`config.mk`:
```
export PLATFORM = sky130hd
export DESIGN_NAME = pin_function_reset_config
export DESIGN_NICKNAME = d
export VERILOG_FILES = /design/src/pin_mux_pkg.sv /design/src/pin_function_reset_config.sv /design/src/strap_latch.sv
export SDC_FILE = /design/constraint.sdc
export NUM_CORES = 1
export LEC_CHECK = 0
export BUFFER_PORTS_ARGS = -buffer_cell sky130_fd_sc_hd__buf_2
export CORE_AREA = 4 4 208 210
export DETAILED_ROUTE_END_ITERATION = 8
export DIE_AREA = 0 0 212 214
export GPL_TIMING_DRIVEN = 0
export RECOVER_POWER = 100
export SYNTH_ARGS = -nofsm -noshare
export SYNTH_HDL_FRONTEND = slang
export SYNTH_SLANG_ARGS = --single-unit
```
`constraint.sdc`:
```
create_clock -name core_clk -period 1.5 [get_ports core_clk]
set_clock_uncertainty 0.1 [all_clocks]
set_input_delay 0.3 -clock core_clk [delete_from_list [all_inputs] [get_ports core_clk]]
set_output_delay 0.3 -clock core_clk [all_outputs]
set_load 0.01 [all_outputs]
```
`src/pin_mux_pkg.sv`:
```
// Purpose: constants and types for the pin-function and reset-configuration block
// Assumes: one 10 MHz core clock, asynchronous active-low reset
// Notes: bus modes follow the two configuration straps
// Functional notes
// straps sampled during reset pick single chip, mux 8-bit, mux 16-bit, demux 16-bit
// every bidirectional pin has its own direction bit; input means driver off
// segment port bit 0 low segment address, bit 1 high, when segmentation on; code also requires an external bus mode
// board holds reset input low long enough; pull-up allows capacitor power-on reset
// reset indication low during any reset until end-of-init instruction executes
// falling edge on the interrupt input raises a trap request to the processor
// power-down entered only when interrupt input low at power-down instruction
// address latch enable output is driven in the multiplexed bus modes
// read strobe asserted low for every external instruction or data read
// port one outputs address 0..15 in non-multiplexed mode, else general port
// port five is ten input-only pins, each also an analog channel
// port two pin n is capture input or compare output of channel n
// port three bits 0..3 carry timer zero in, six out, capture in, three out
// port three bits 4..6 carry timer three updown, timer four, timer three inputs
// port zero multiplexes address and data, low byte only in 8-bit mode
// port three bit 15 outputs half-rate clock; bits 12..14 byte enable, write, ready
// during reset every bidirectional pin is an input with driver off
// pins claimed by the active bus mode override general direction and output; code leaves the ready pin (port three bit 14) under p3Dir
package pin_mux_pkg;
  typedef enum logic [1:0] {
    MODE_SINGLE = 2'b00,
    MODE_MUX8 = 2'b01,
    MODE_MUX16 = 2'b10,
    MODE_DEMUX16 = 2'b11
  } bus_mode_t;
  localparam int PORT_W = 16;
  localparam int SEG_W = 2;
  localparam int ANA_W = 10;
  localparam int BIT_SEG_LO = 0;
  localparam int BIT_SEG_HI = 1;
  localparam int BIT_T0_IN = 0;
  localparam int BIT_T6_OUT = 1;
  localparam int BIT_CAP_IN = 2;
  localparam int BIT_T3_OUT = 3;
  localparam int BIT_T3_UD = 4;
  localparam int BIT_T4_IN = 5;
  localparam int BIT_T3_IN = 6;
  localparam int BIT_BHE = 12;
  localparam int BIT_WR = 13;
  localparam int BIT_RDY = 14;
  localparam int BIT_SYS_CLOCK_OUT = 15;
  localparam logic [15:0] DIR_RESET = 16'h0000;
  localparam logic [15:0] OUT_RESET = 16'h0000;
  localparam logic [15:0] MUX8_ADDR_ONLY = 16'hFF00;
  localparam logic [15:0] P3_BUS_OUT_MASK = 16'hB000;
endpackage

```
`src/pin_function_reset_config.sv`:
```
// Purpose: pin-function routing, reset indication and trap/power-down qualification
// Assumes: all pin inputs synchronous to core_clk
// Notes: port pin drivers are out/enable pairs; the pad ring resolves the wire
`timescale 1ns/1ps
`default_nettype none
module pin_function_reset_config (
  // clock and reset
  input wire logic core_clk,
  input wire logic rst_n,
  input wire logic reset_in_n,
  input wire logic softResetReq,
  input wire logic watchdogResetReq,
  input wire logic end_of_init_instr,
  // straps and configuration
  input wire logic bus_cfg_sel_lo,
  input wire logic bus_cfg_sel_hi,
  input wire logic segEnable,
  // software port settings
  input wire logic [15:0] p0Dir,
  input wire logic [15:0] p0Out,
  input wire logic [15:0] p1Dir,
  input wire logic [15:0] p1Out,
  input wire logic [15:0] p2Dir,
  input wire logic [15:0] p2Out,
  input wire logic [15:0] p3Dir,
  input wire logic [15:0] p3Out,
  input wire logic [1:0] p4Dir,
  input wire logic [1:0] p4Out,
  // external bus controller
  input wire logic [17:0] busAddr,
  input wire logic [15:0] busWrData,
  input wire logic busAddrPhase,
  input wire logic busDataDrive,
  input wire logic busReadReq,
  input wire logic busWriteReq,
  input wire logic busHighByte,
  // peripheral alternate outputs
  input wire logic [15:0] capcomOut,
  input wire logic [15:0] capcomOutEn,
  input wire logic timer_six_toggle_out,
  input wire logic timer_three_toggle_out,
  // pin inputs and power-down instruction
  input wire logic [15:0] p0In,
  input wire logic [15:0] p1In,
  input wire logic [15:0] p2In,
  input wire logic [15:0] p3In,
  input wire logic [1:0] p4In,
  input wire logic [9:0] p5In,
  input wire logic nmiIn_n,
  input wire logic power_down_instr,
  // pin drivers
  output logic [15:0] p0PinOut,
  output logic [15:0] p0PinOe,
  output logic [15:0] p1PinOut,
  output logic [15:0] p1PinOe,
  output logic [15:0] p2PinOut,
  output logic [15:0] p2PinOe,
  output logic [15:0] p3PinOut,
  output logic [15:0] p3PinOe,
  output logic [1:0] p4PinOut,
  output logic [1:0] p4PinOe,
  output logic addrLatchEn,
  output logic readStrobe_n,
  output logic reset_indication_n,
  // to core and peripherals
  output pin_mux_pkg::bus_mode_t busMode,
  output logic [15:0] p0Data,
  output logic [15:0] p1Data,
  output logic [15:0] p2Data,
  output logic [15:0] p3Data,
  output logic [1:0] p4Data,
  output logic [9:0] p5Data,
  output logic [9:0] analog_channel_n,
  output logic [15:0] capcomPinIn,
  output logic timer_zero_count_in,
  output logic capture_reload_in,
  output logic timer_three_updown_in,
  output logic timer_four_multi_in,
  output logic timer_three_count_in,
  output logic busReadyIn_n,
  output logic nmiTrapReq,
  output logic powerDownEnter
);
  import pin_mux_pkg::*;

  function automatic logic [15:0] gpOe(input logic rstHold, input logic [15:0] dir);
    gpOe = rstHold ? DIR_RESET : dir;
  endfunction

  logic resetActive;
  logic initDone;
  logic nmiPrev;
  logic clkHalf;

  wire anyReset = !reset_in_n || softResetReq || watchdogResetReq;
  wire extBus = busMode != MODE_SINGLE;
  wire muxBus = busMode == MODE_MUX8 || busMode == MODE_MUX16;

  strap_latch u_strap (
    .core_clk(core_clk),
    .rst_n(rst_n),
    .resetActive(resetActive),
    .bus_cfg_sel_lo(bus_cfg_sel_lo),
    .bus_cfg_sel_hi(bus_cfg_sel_hi),
    .busMode(busMode)
  );

  // reset indication holds until software signs off initialisation
  always_ff @(posedge core_clk or negedge rst_n) begin
    if (!rst_n) begin
      resetActive <= 1'b1;
      initDone <= 1'b0;
      reset_indication_n <= 1'b0;
    end else begin
      resetActive <= anyReset;
      if (anyReset) begin
        initDone <= 1'b0;
      end else if (end_of_init_instr) begin
        initDone <= 1'b1;
      end
      reset_indication_n <= !anyReset && (initDone || end_of_init_instr);
    end
  end

  // port 0: address/data; the 8-bit mux mode keeps the high byte as address
  wire [15:0] p0AddrMask = (busMode == MODE_MUX8) ? MUX8_ADDR_ONLY : 16'h0000;
  wire [15:0] p0BusOut = busAddrPhase ? busAddr[15:0] :
    ((busWrData & ~p0AddrMask) | (busAddr[15:0] & p0AddrMask & {16{busMode == MODE_MUX8}}));
  wire [15:0] p0BusDataVal = (busMode == MODE_DEMUX16) ? busWrData : p0BusOut;
  wire [15:0] p0BusOe = (busMode == MODE_DEMUX16) ? {16{busDataDrive}} :
    (busAddrPhase ? 16'hFFFF :
     ({16{busDataDrive}} | ((busMode == MODE_MUX8) ? MUX8_ADDR_ONLY : 16'h0000)));
  // port 1: address in demultiplexed mode only
  wire p1Claim = busMode == MODE_DEMUX16;
  // port 4: segment address when segmentation is on in an external bus mode
  wire p4Claim = extBus && segEnable;
  // port 3 alternate outputs merge into the software value
  logic [15:0] p3AltOut;
  logic [15:0] p3AltOe;
  always_comb begin
    p3AltOut = p3Out;
    p3AltOe = 16'h0000;
    p3AltOut[BIT_T6_OUT] = timer_six_toggle_out;
    p3AltOut[BIT_T3_OUT] = timer_three_toggle_out;
    p3AltOut[BIT_SYS_CLOCK_OUT] = clkHalf;
    p3AltOe[BIT_SYS_CLOCK_OUT] = 1'b1;
    if (extBus) begin
      p3AltOut[BIT_BHE] = !busHighByte;
      p3AltOut[BIT_WR] = !busWriteReq;
      p3AltOe = p3AltOe | (P3_BUS_OUT_MASK & ~(16'h1 << BIT_SYS_CLOCK_OUT));
    end
  end

  always_ff @(posedge core_clk or negedge rst_n) begin
    if (!rst_n) begin
      p0PinOut <= OUT_RESET;
      p0PinOe <= DIR_RESET;
      p1PinOut <= OUT_RESET;
      p1PinOe <= DIR_RESET;
      p2PinOut <= OUT_RESET;
      p2PinOe <= DIR_RESET;
      p3PinOut <= OUT_RESET;
      p3PinOe <= DIR_RESET;
      p4PinOut <= 2'b00;
      p4PinOe <= 2'b00;
      addrLatchEn <= 1'b0;
      readStrobe_n <= 1'b1;
      clkHalf <= 1'b0;
    end else begin
      clkHalf <= !clkHalf;
      p0PinOut <= extBus ? p0BusDataVal : p0Out;
      p0PinOe <= resetActive ? DIR_RESET : (extBus ? p0BusOe : p0Dir);
      p1PinOut <= p1Claim ? busAddr[15:0] : p1Out;
      p1PinOe <= resetActive ? DIR_RESET : (p1Claim ? 16'hFFFF : p1Dir);
      p2PinOut <= (p2Out & ~capcomOutEn) | (capcomOut & capcomOutEn);
      p2PinOe <= gpOe(resetActive, p2Dir | capcomOutEn);
      p3PinOut <= p3AltOut;
      p3PinOe <= resetActive ? DIR_RESET : (p3Dir | p3AltOe);
      p4PinOut <= p4Claim ? busAddr[17:16] : p4Out;
      p4PinOe <= resetActive ? 2'b00 : (p4Claim ? 2'b11 : p4Dir);
      addrLatchEn <= !resetActive && muxBus && busAddrPhase;
      readStrobe_n <= !(!resetActive && extBus && busReadReq);
    end
  end

  // input side: port data and alternate inputs, registered once
  always_ff @(posedge core_clk or negedge rst_n) begin
    if (!rst_n) begin
      p0Data <= 16'h0000;
      p1Data <= 16'h0000;
      p2Data <= 16'h0000;
      p3Data <= 16'h0000;
      p4Data <= 2'b00;
      p5Data <= 10'h000;
      analog_channel_n <= 10'h000;
      capcomPinIn <= 16'h0000;
      timer_zero_count_in <= 1'b0;
      capture_reload_in <= 1'b0;
      timer_three_updown_in <= 1'b0;
      timer_four_multi_in <= 1'b0;
      timer_three_count_in <= 1'b0;
      busReadyIn_n <= 1'b1;
      nmiPrev <= 1'b1;
      nmiTrapReq <= 1'b0;
      powerDownEnter <= 1'b0;
    end else begin
      p0Data <= p0In;
      p1Data <= p1In;
      p2Data <= p2In;
      p3Data <= p3In;
      p4Data <= p4In;
      p5Data <= p5In;
      analog_channel_n <= p5In;
      capcomPinIn <= p2In;
      timer_zero_count_in <= p3In[BIT_T0_IN];
      capture_reload_in <= p3In[BIT_CAP_IN];
      timer_three_updown_in <= p3In[BIT_T3_UD];
      timer_four_multi_in <= p3In[BIT_T4_IN];
      timer_three_count_in <= p3In[BIT_T3_IN];
      busReadyIn_n <= p3In[BIT_RDY];
      nmiPrev <= nmiIn_n;
      nmiTrapReq <= nmiPrev && !nmiIn_n && !resetActive;
      // a high interrupt pin vetoes power-down and the core keeps running
      powerDownEnter <= power_down_instr && !nmiIn_n && !resetActive;
    end
  end
endmodule
`default_nettype wire

```
`src/strap_latch.sv`:
```
// Purpose: capture bus configuration straps while reset is held
// Assumes: straps are stable during reset
// Notes: latch closes on the first edge after reset release
`timescale 1ns/1ps
`default_nettype none
module strap_latch (
  // clock and reset
  input wire logic core_clk,
  input wire logic rst_n,
  input wire logic resetActive,
  // straps
  input wire logic bus_cfg_sel_lo,
  input wire logic bus_cfg_sel_hi,
  // latched mode
  output pin_mux_pkg::bus_mode_t busMode
);
  import pin_mux_pkg::*;
  // asynchronous reset loads a constant; straps follow while reset is held
  always_ff @(posedge core_clk or negedge rst_n) begin
    if (!rst_n) begin
      busMode <= MODE_SINGLE;
    end else if (resetActive) begin
      busMode <= bus_mode_t'({bus_cfg_sel_hi, bus_cfg_sel_lo});
    end
  end
endmodule
`default_nettype wire
```
==> reports/results.txt <==
outcome -> finished with violations
failing checks -> hold timing, setup timing
Post-synth EDFFs -> 0
Slew Viols, Final -> 0
Synth area leader -> dfrtp_1
drt initial violations -> 286
critical-path maximum fanout -> 8
R2R cell count -> 5
WP data required -> 1.83 ns
die area -> 45400 µm²
gr ovfl total -> 0
synth cell count leaders -> 216 x dfrtp_1, 73 x nor2_1, 34 x a21oi_1
Clk pin slew, worst setup/hold paths -> 0.06 ns
cts bufs inserted -> 27
CTS H-tree depth -> 1
CP Launch Type -> flip-flop
number of routed nets with antenna violations -> 0
fin area -> 15100 µm²
CTS tree -> built
final worst slack -> -0.120 ns
share of cells above drive strength 1 -> 49.4%
Leakage -> 7.59 nW
CP endpoint kind -> flip-flop
CP Data Arrival Time -> 1.95 ns
Period minus WS final -> 1.62 ns
RSZ-0062 raised after global routing -> true
Power Density -> 1000 nW/µm²
fmax -> 0.617 GHz
Worst Tran Pin Value -> 0.946 ns
Synth Flop Type -> dfrtp_1
chip width -> 212 µm
final hold slack -> -0.327 ns
Net Count, Synth -> 807
post-synth cell types -> 24
Pre-antenna DRT Iters -> 4
DRT met1 WL -> 12.3 mm
Syn Area/Cell -> 14.1 µm²
largest net degree at the start of global routing -> 114
DRC viols -> 0
area share of the leading cell type in the synthesized netlist -> 74.7%
post-DR wirelength/cell -> 18.2 µm
Synth Instances -> 512
height of the die -> 214 µm
I/O pin count -> 539
Tcrit/Tclk final -> 108%
Max Used Layer -> met4
DR WL met3 -> 2.60 mm
Peak VDD IR -> 0.898 mV
Final Hold Fails -> 107
sequential area share after synthesis -> 76.2%
final net count -> 1655
vias in the first global route -> 8456
relative slew slack -> 37.0%
setup violators final -> 52
clk_lat worst skew -> 0.54 ns
crit path kind -> reg -> reg
WL met2 -> 18.2 mm
flops & latches, synth -> 220
routability-driven placement congestion ratio -> 0.866
vias per inst -> 3.86
Starting Density -> 17.4%
worst min-delay path class -> in -> async
number of port buffers -> 534
dpl cells -> 1586
initial antenna violation count -> 2
synth top area cells -> dfrtp_1 75%, mux2_2 5.0%, nor2_1 3.8%
Yosys warnings -> 0
Non-Filler Instances -> 1918
clock tree buffer depth -> 3
total track usage -> 14.5%
CTS sink cnt -> 220
maxcap violations -> 0
Routed WL -> 34.9 mm
row cnt -> 75
vias post-DR -> 7400
clock root buffer -> clkbuf_16
first-pass GRT wire length -> 50.4 mm
Area Growth Syn to Fin -> 109%
asr flop ratio synth -> 100%
Netlist Area Pre-Place -> 7240 µm²
CORE AREA -> 41600 µm²
most frequent cell after synthesis -> dfrtp_1
Placed Area -> 10600 µm²
post-detail-place hpwl -> 23.0 mm
-- cell families (layout without fill, tap and decap cells) --
family          count (synthesis)  in the layout  share of synthesized area, %
flops                         220            220                          76.2
simple gates                  128            128                          7.78
buf+inv                        71            936                          5.67
compound gates                 50             50                          3.79
mux                            40             40                          6.09
fa+ha+maj                       3              3                         0.519
other cells                     0              2                             0
-- metal layers --
metal	track usage, %	up-vias
li1	-	3292
met1	14.8	3591
met5	0	-
met4	6.81	0
met2	27.0	421
met3	3.90	96
-- layout make-up --
class | instances | area, µm²
Inverter | 22 | 82.6
Multi-Input combinational cell | 221 | 1510
Tap cell | 539 | 674
Timing Repair Buffer | 830 | 6100
Sequential cell | 220 | 5510
Antenna cell | 2 | 5.00
Buffer | 38 | 417
Clock buffer | 35 | 756
Fill cell | 3934 | 26400
Clock inverter | 11 | 65.1
-- metrics by stage --
step / util, % / hold slack (ns) / TNS (ns) / worst slack [ns] / total power [mW]
final: 36.4 / -0.327 / -2.74 / -0.120 / 15.2
after floorplan: - / -0.0956 / 0 / 0.00210 / 7.09
after global routing: 36.4 / -0.261 / -7.45 / -0.128 / 15.9
after CTS: 35.6 / -0.286 / -6.21 / -0.142 / 15.2
after global placement: 25.5 / 0.263 / -868.61 / -3.91 / 8.19
after detailed placement: 25.6 / 0.279 / -29.35 / -0.534 / 8.22
-- sequential cells by signal, indices dropped and copies added (netlist names), 2 cells and up --
name / cells
p3PinOut: 16
u_strap.busMode: 2
p4PinOe: 2
p4PinOut: 2
p1PinOut: 16
p0PinOut: 16
p3PinOe: 16
p0PinOe: 16
p0Data: 16
capcomPinIn: 16
p1Data: 16
p3Data: 16
p2PinOut: 16
p1PinOe: 16
p2PinOe: 16
analog_channel_n: 10
p4Data: 2
-- worst max-delay path, stage by stage, from the launching register on --
cell and delay (ns):
dfrtp_2 0.46, ha_4 0.22, buf_12 0.14, o21ba_4 0.28, a21oi_1 0.09, a21oi_2 0.20
-- path summary, 6_finish.rpt --
path	from	end	slack, ns
setup / recovery	u_strap.busMode[0]$_DFFE_PN0P_	p0PinOut[11]$_DFF_PN0_	-0.12
hold / removal	rst_n	p2PinOut[1]$_DFF_PN0_	-0.33
setup reg to reg	u_strap.busMode[0]$_DFFE_PN0P_	p0PinOut[11]$_DFF_PN0_	-0.12
hold reg to reg	clkHalf$_DFF_PN0_	p3PinOut[15]$_DFF_PN0_	0.29
max in group asynchronous	rst_n	p3PinOe[7]$_DFF_PN0_	0.26
min in group core_clk	segEnable	p4PinOut[0]$_DFF_PN0_	0.01
-- cells in the final DEF, fill, tap and decap left out, types with 8 or more instances in the layout --
cell type / netlist / layout
clkbuf_2: 0 / 143
clkinv_2: 0 / 8
buf_2: 10 / 299
a21oi_1: 34 / 16
buf_6: 2 / 97
clkbuf_16: 0 / 28
dfrtp_1: 216 / 214
o21ai_1: 0 / 9
dlygate4sd3_1: 0 / 283
nand2_1: 27 / 25
nor2_1: 73 / 68
mux2_2: 32 / 28
a21oi_2: 0 / 18
nor2b_1: 22 / 20
inv_1: 22 / 21
clkbuf_1: 6 / 28
-- repair_timing --
action / CTS / global route
endpoints found under the setup margin: 151 / 148
endpoints found under the hold margin: 323 / 108
cloned: 0 / 1
hold buffers: 282 / 2
pin swaps: 4 / 18
resized for setup: 147 / 73
setup buffers: 6 / 5
-- power by group --
group          total (mW)  switching (mW)  internal [mW]  leakage (nW)
Clock                6.07            2.55           3.53         0.413
Combinational        2.67            1.17           1.50          4.48
Sequential           6.42           0.148           6.27          2.70
Total                15.2            3.86           11.3          7.59
Note: power is estimated with default switching activity, not from simulation.
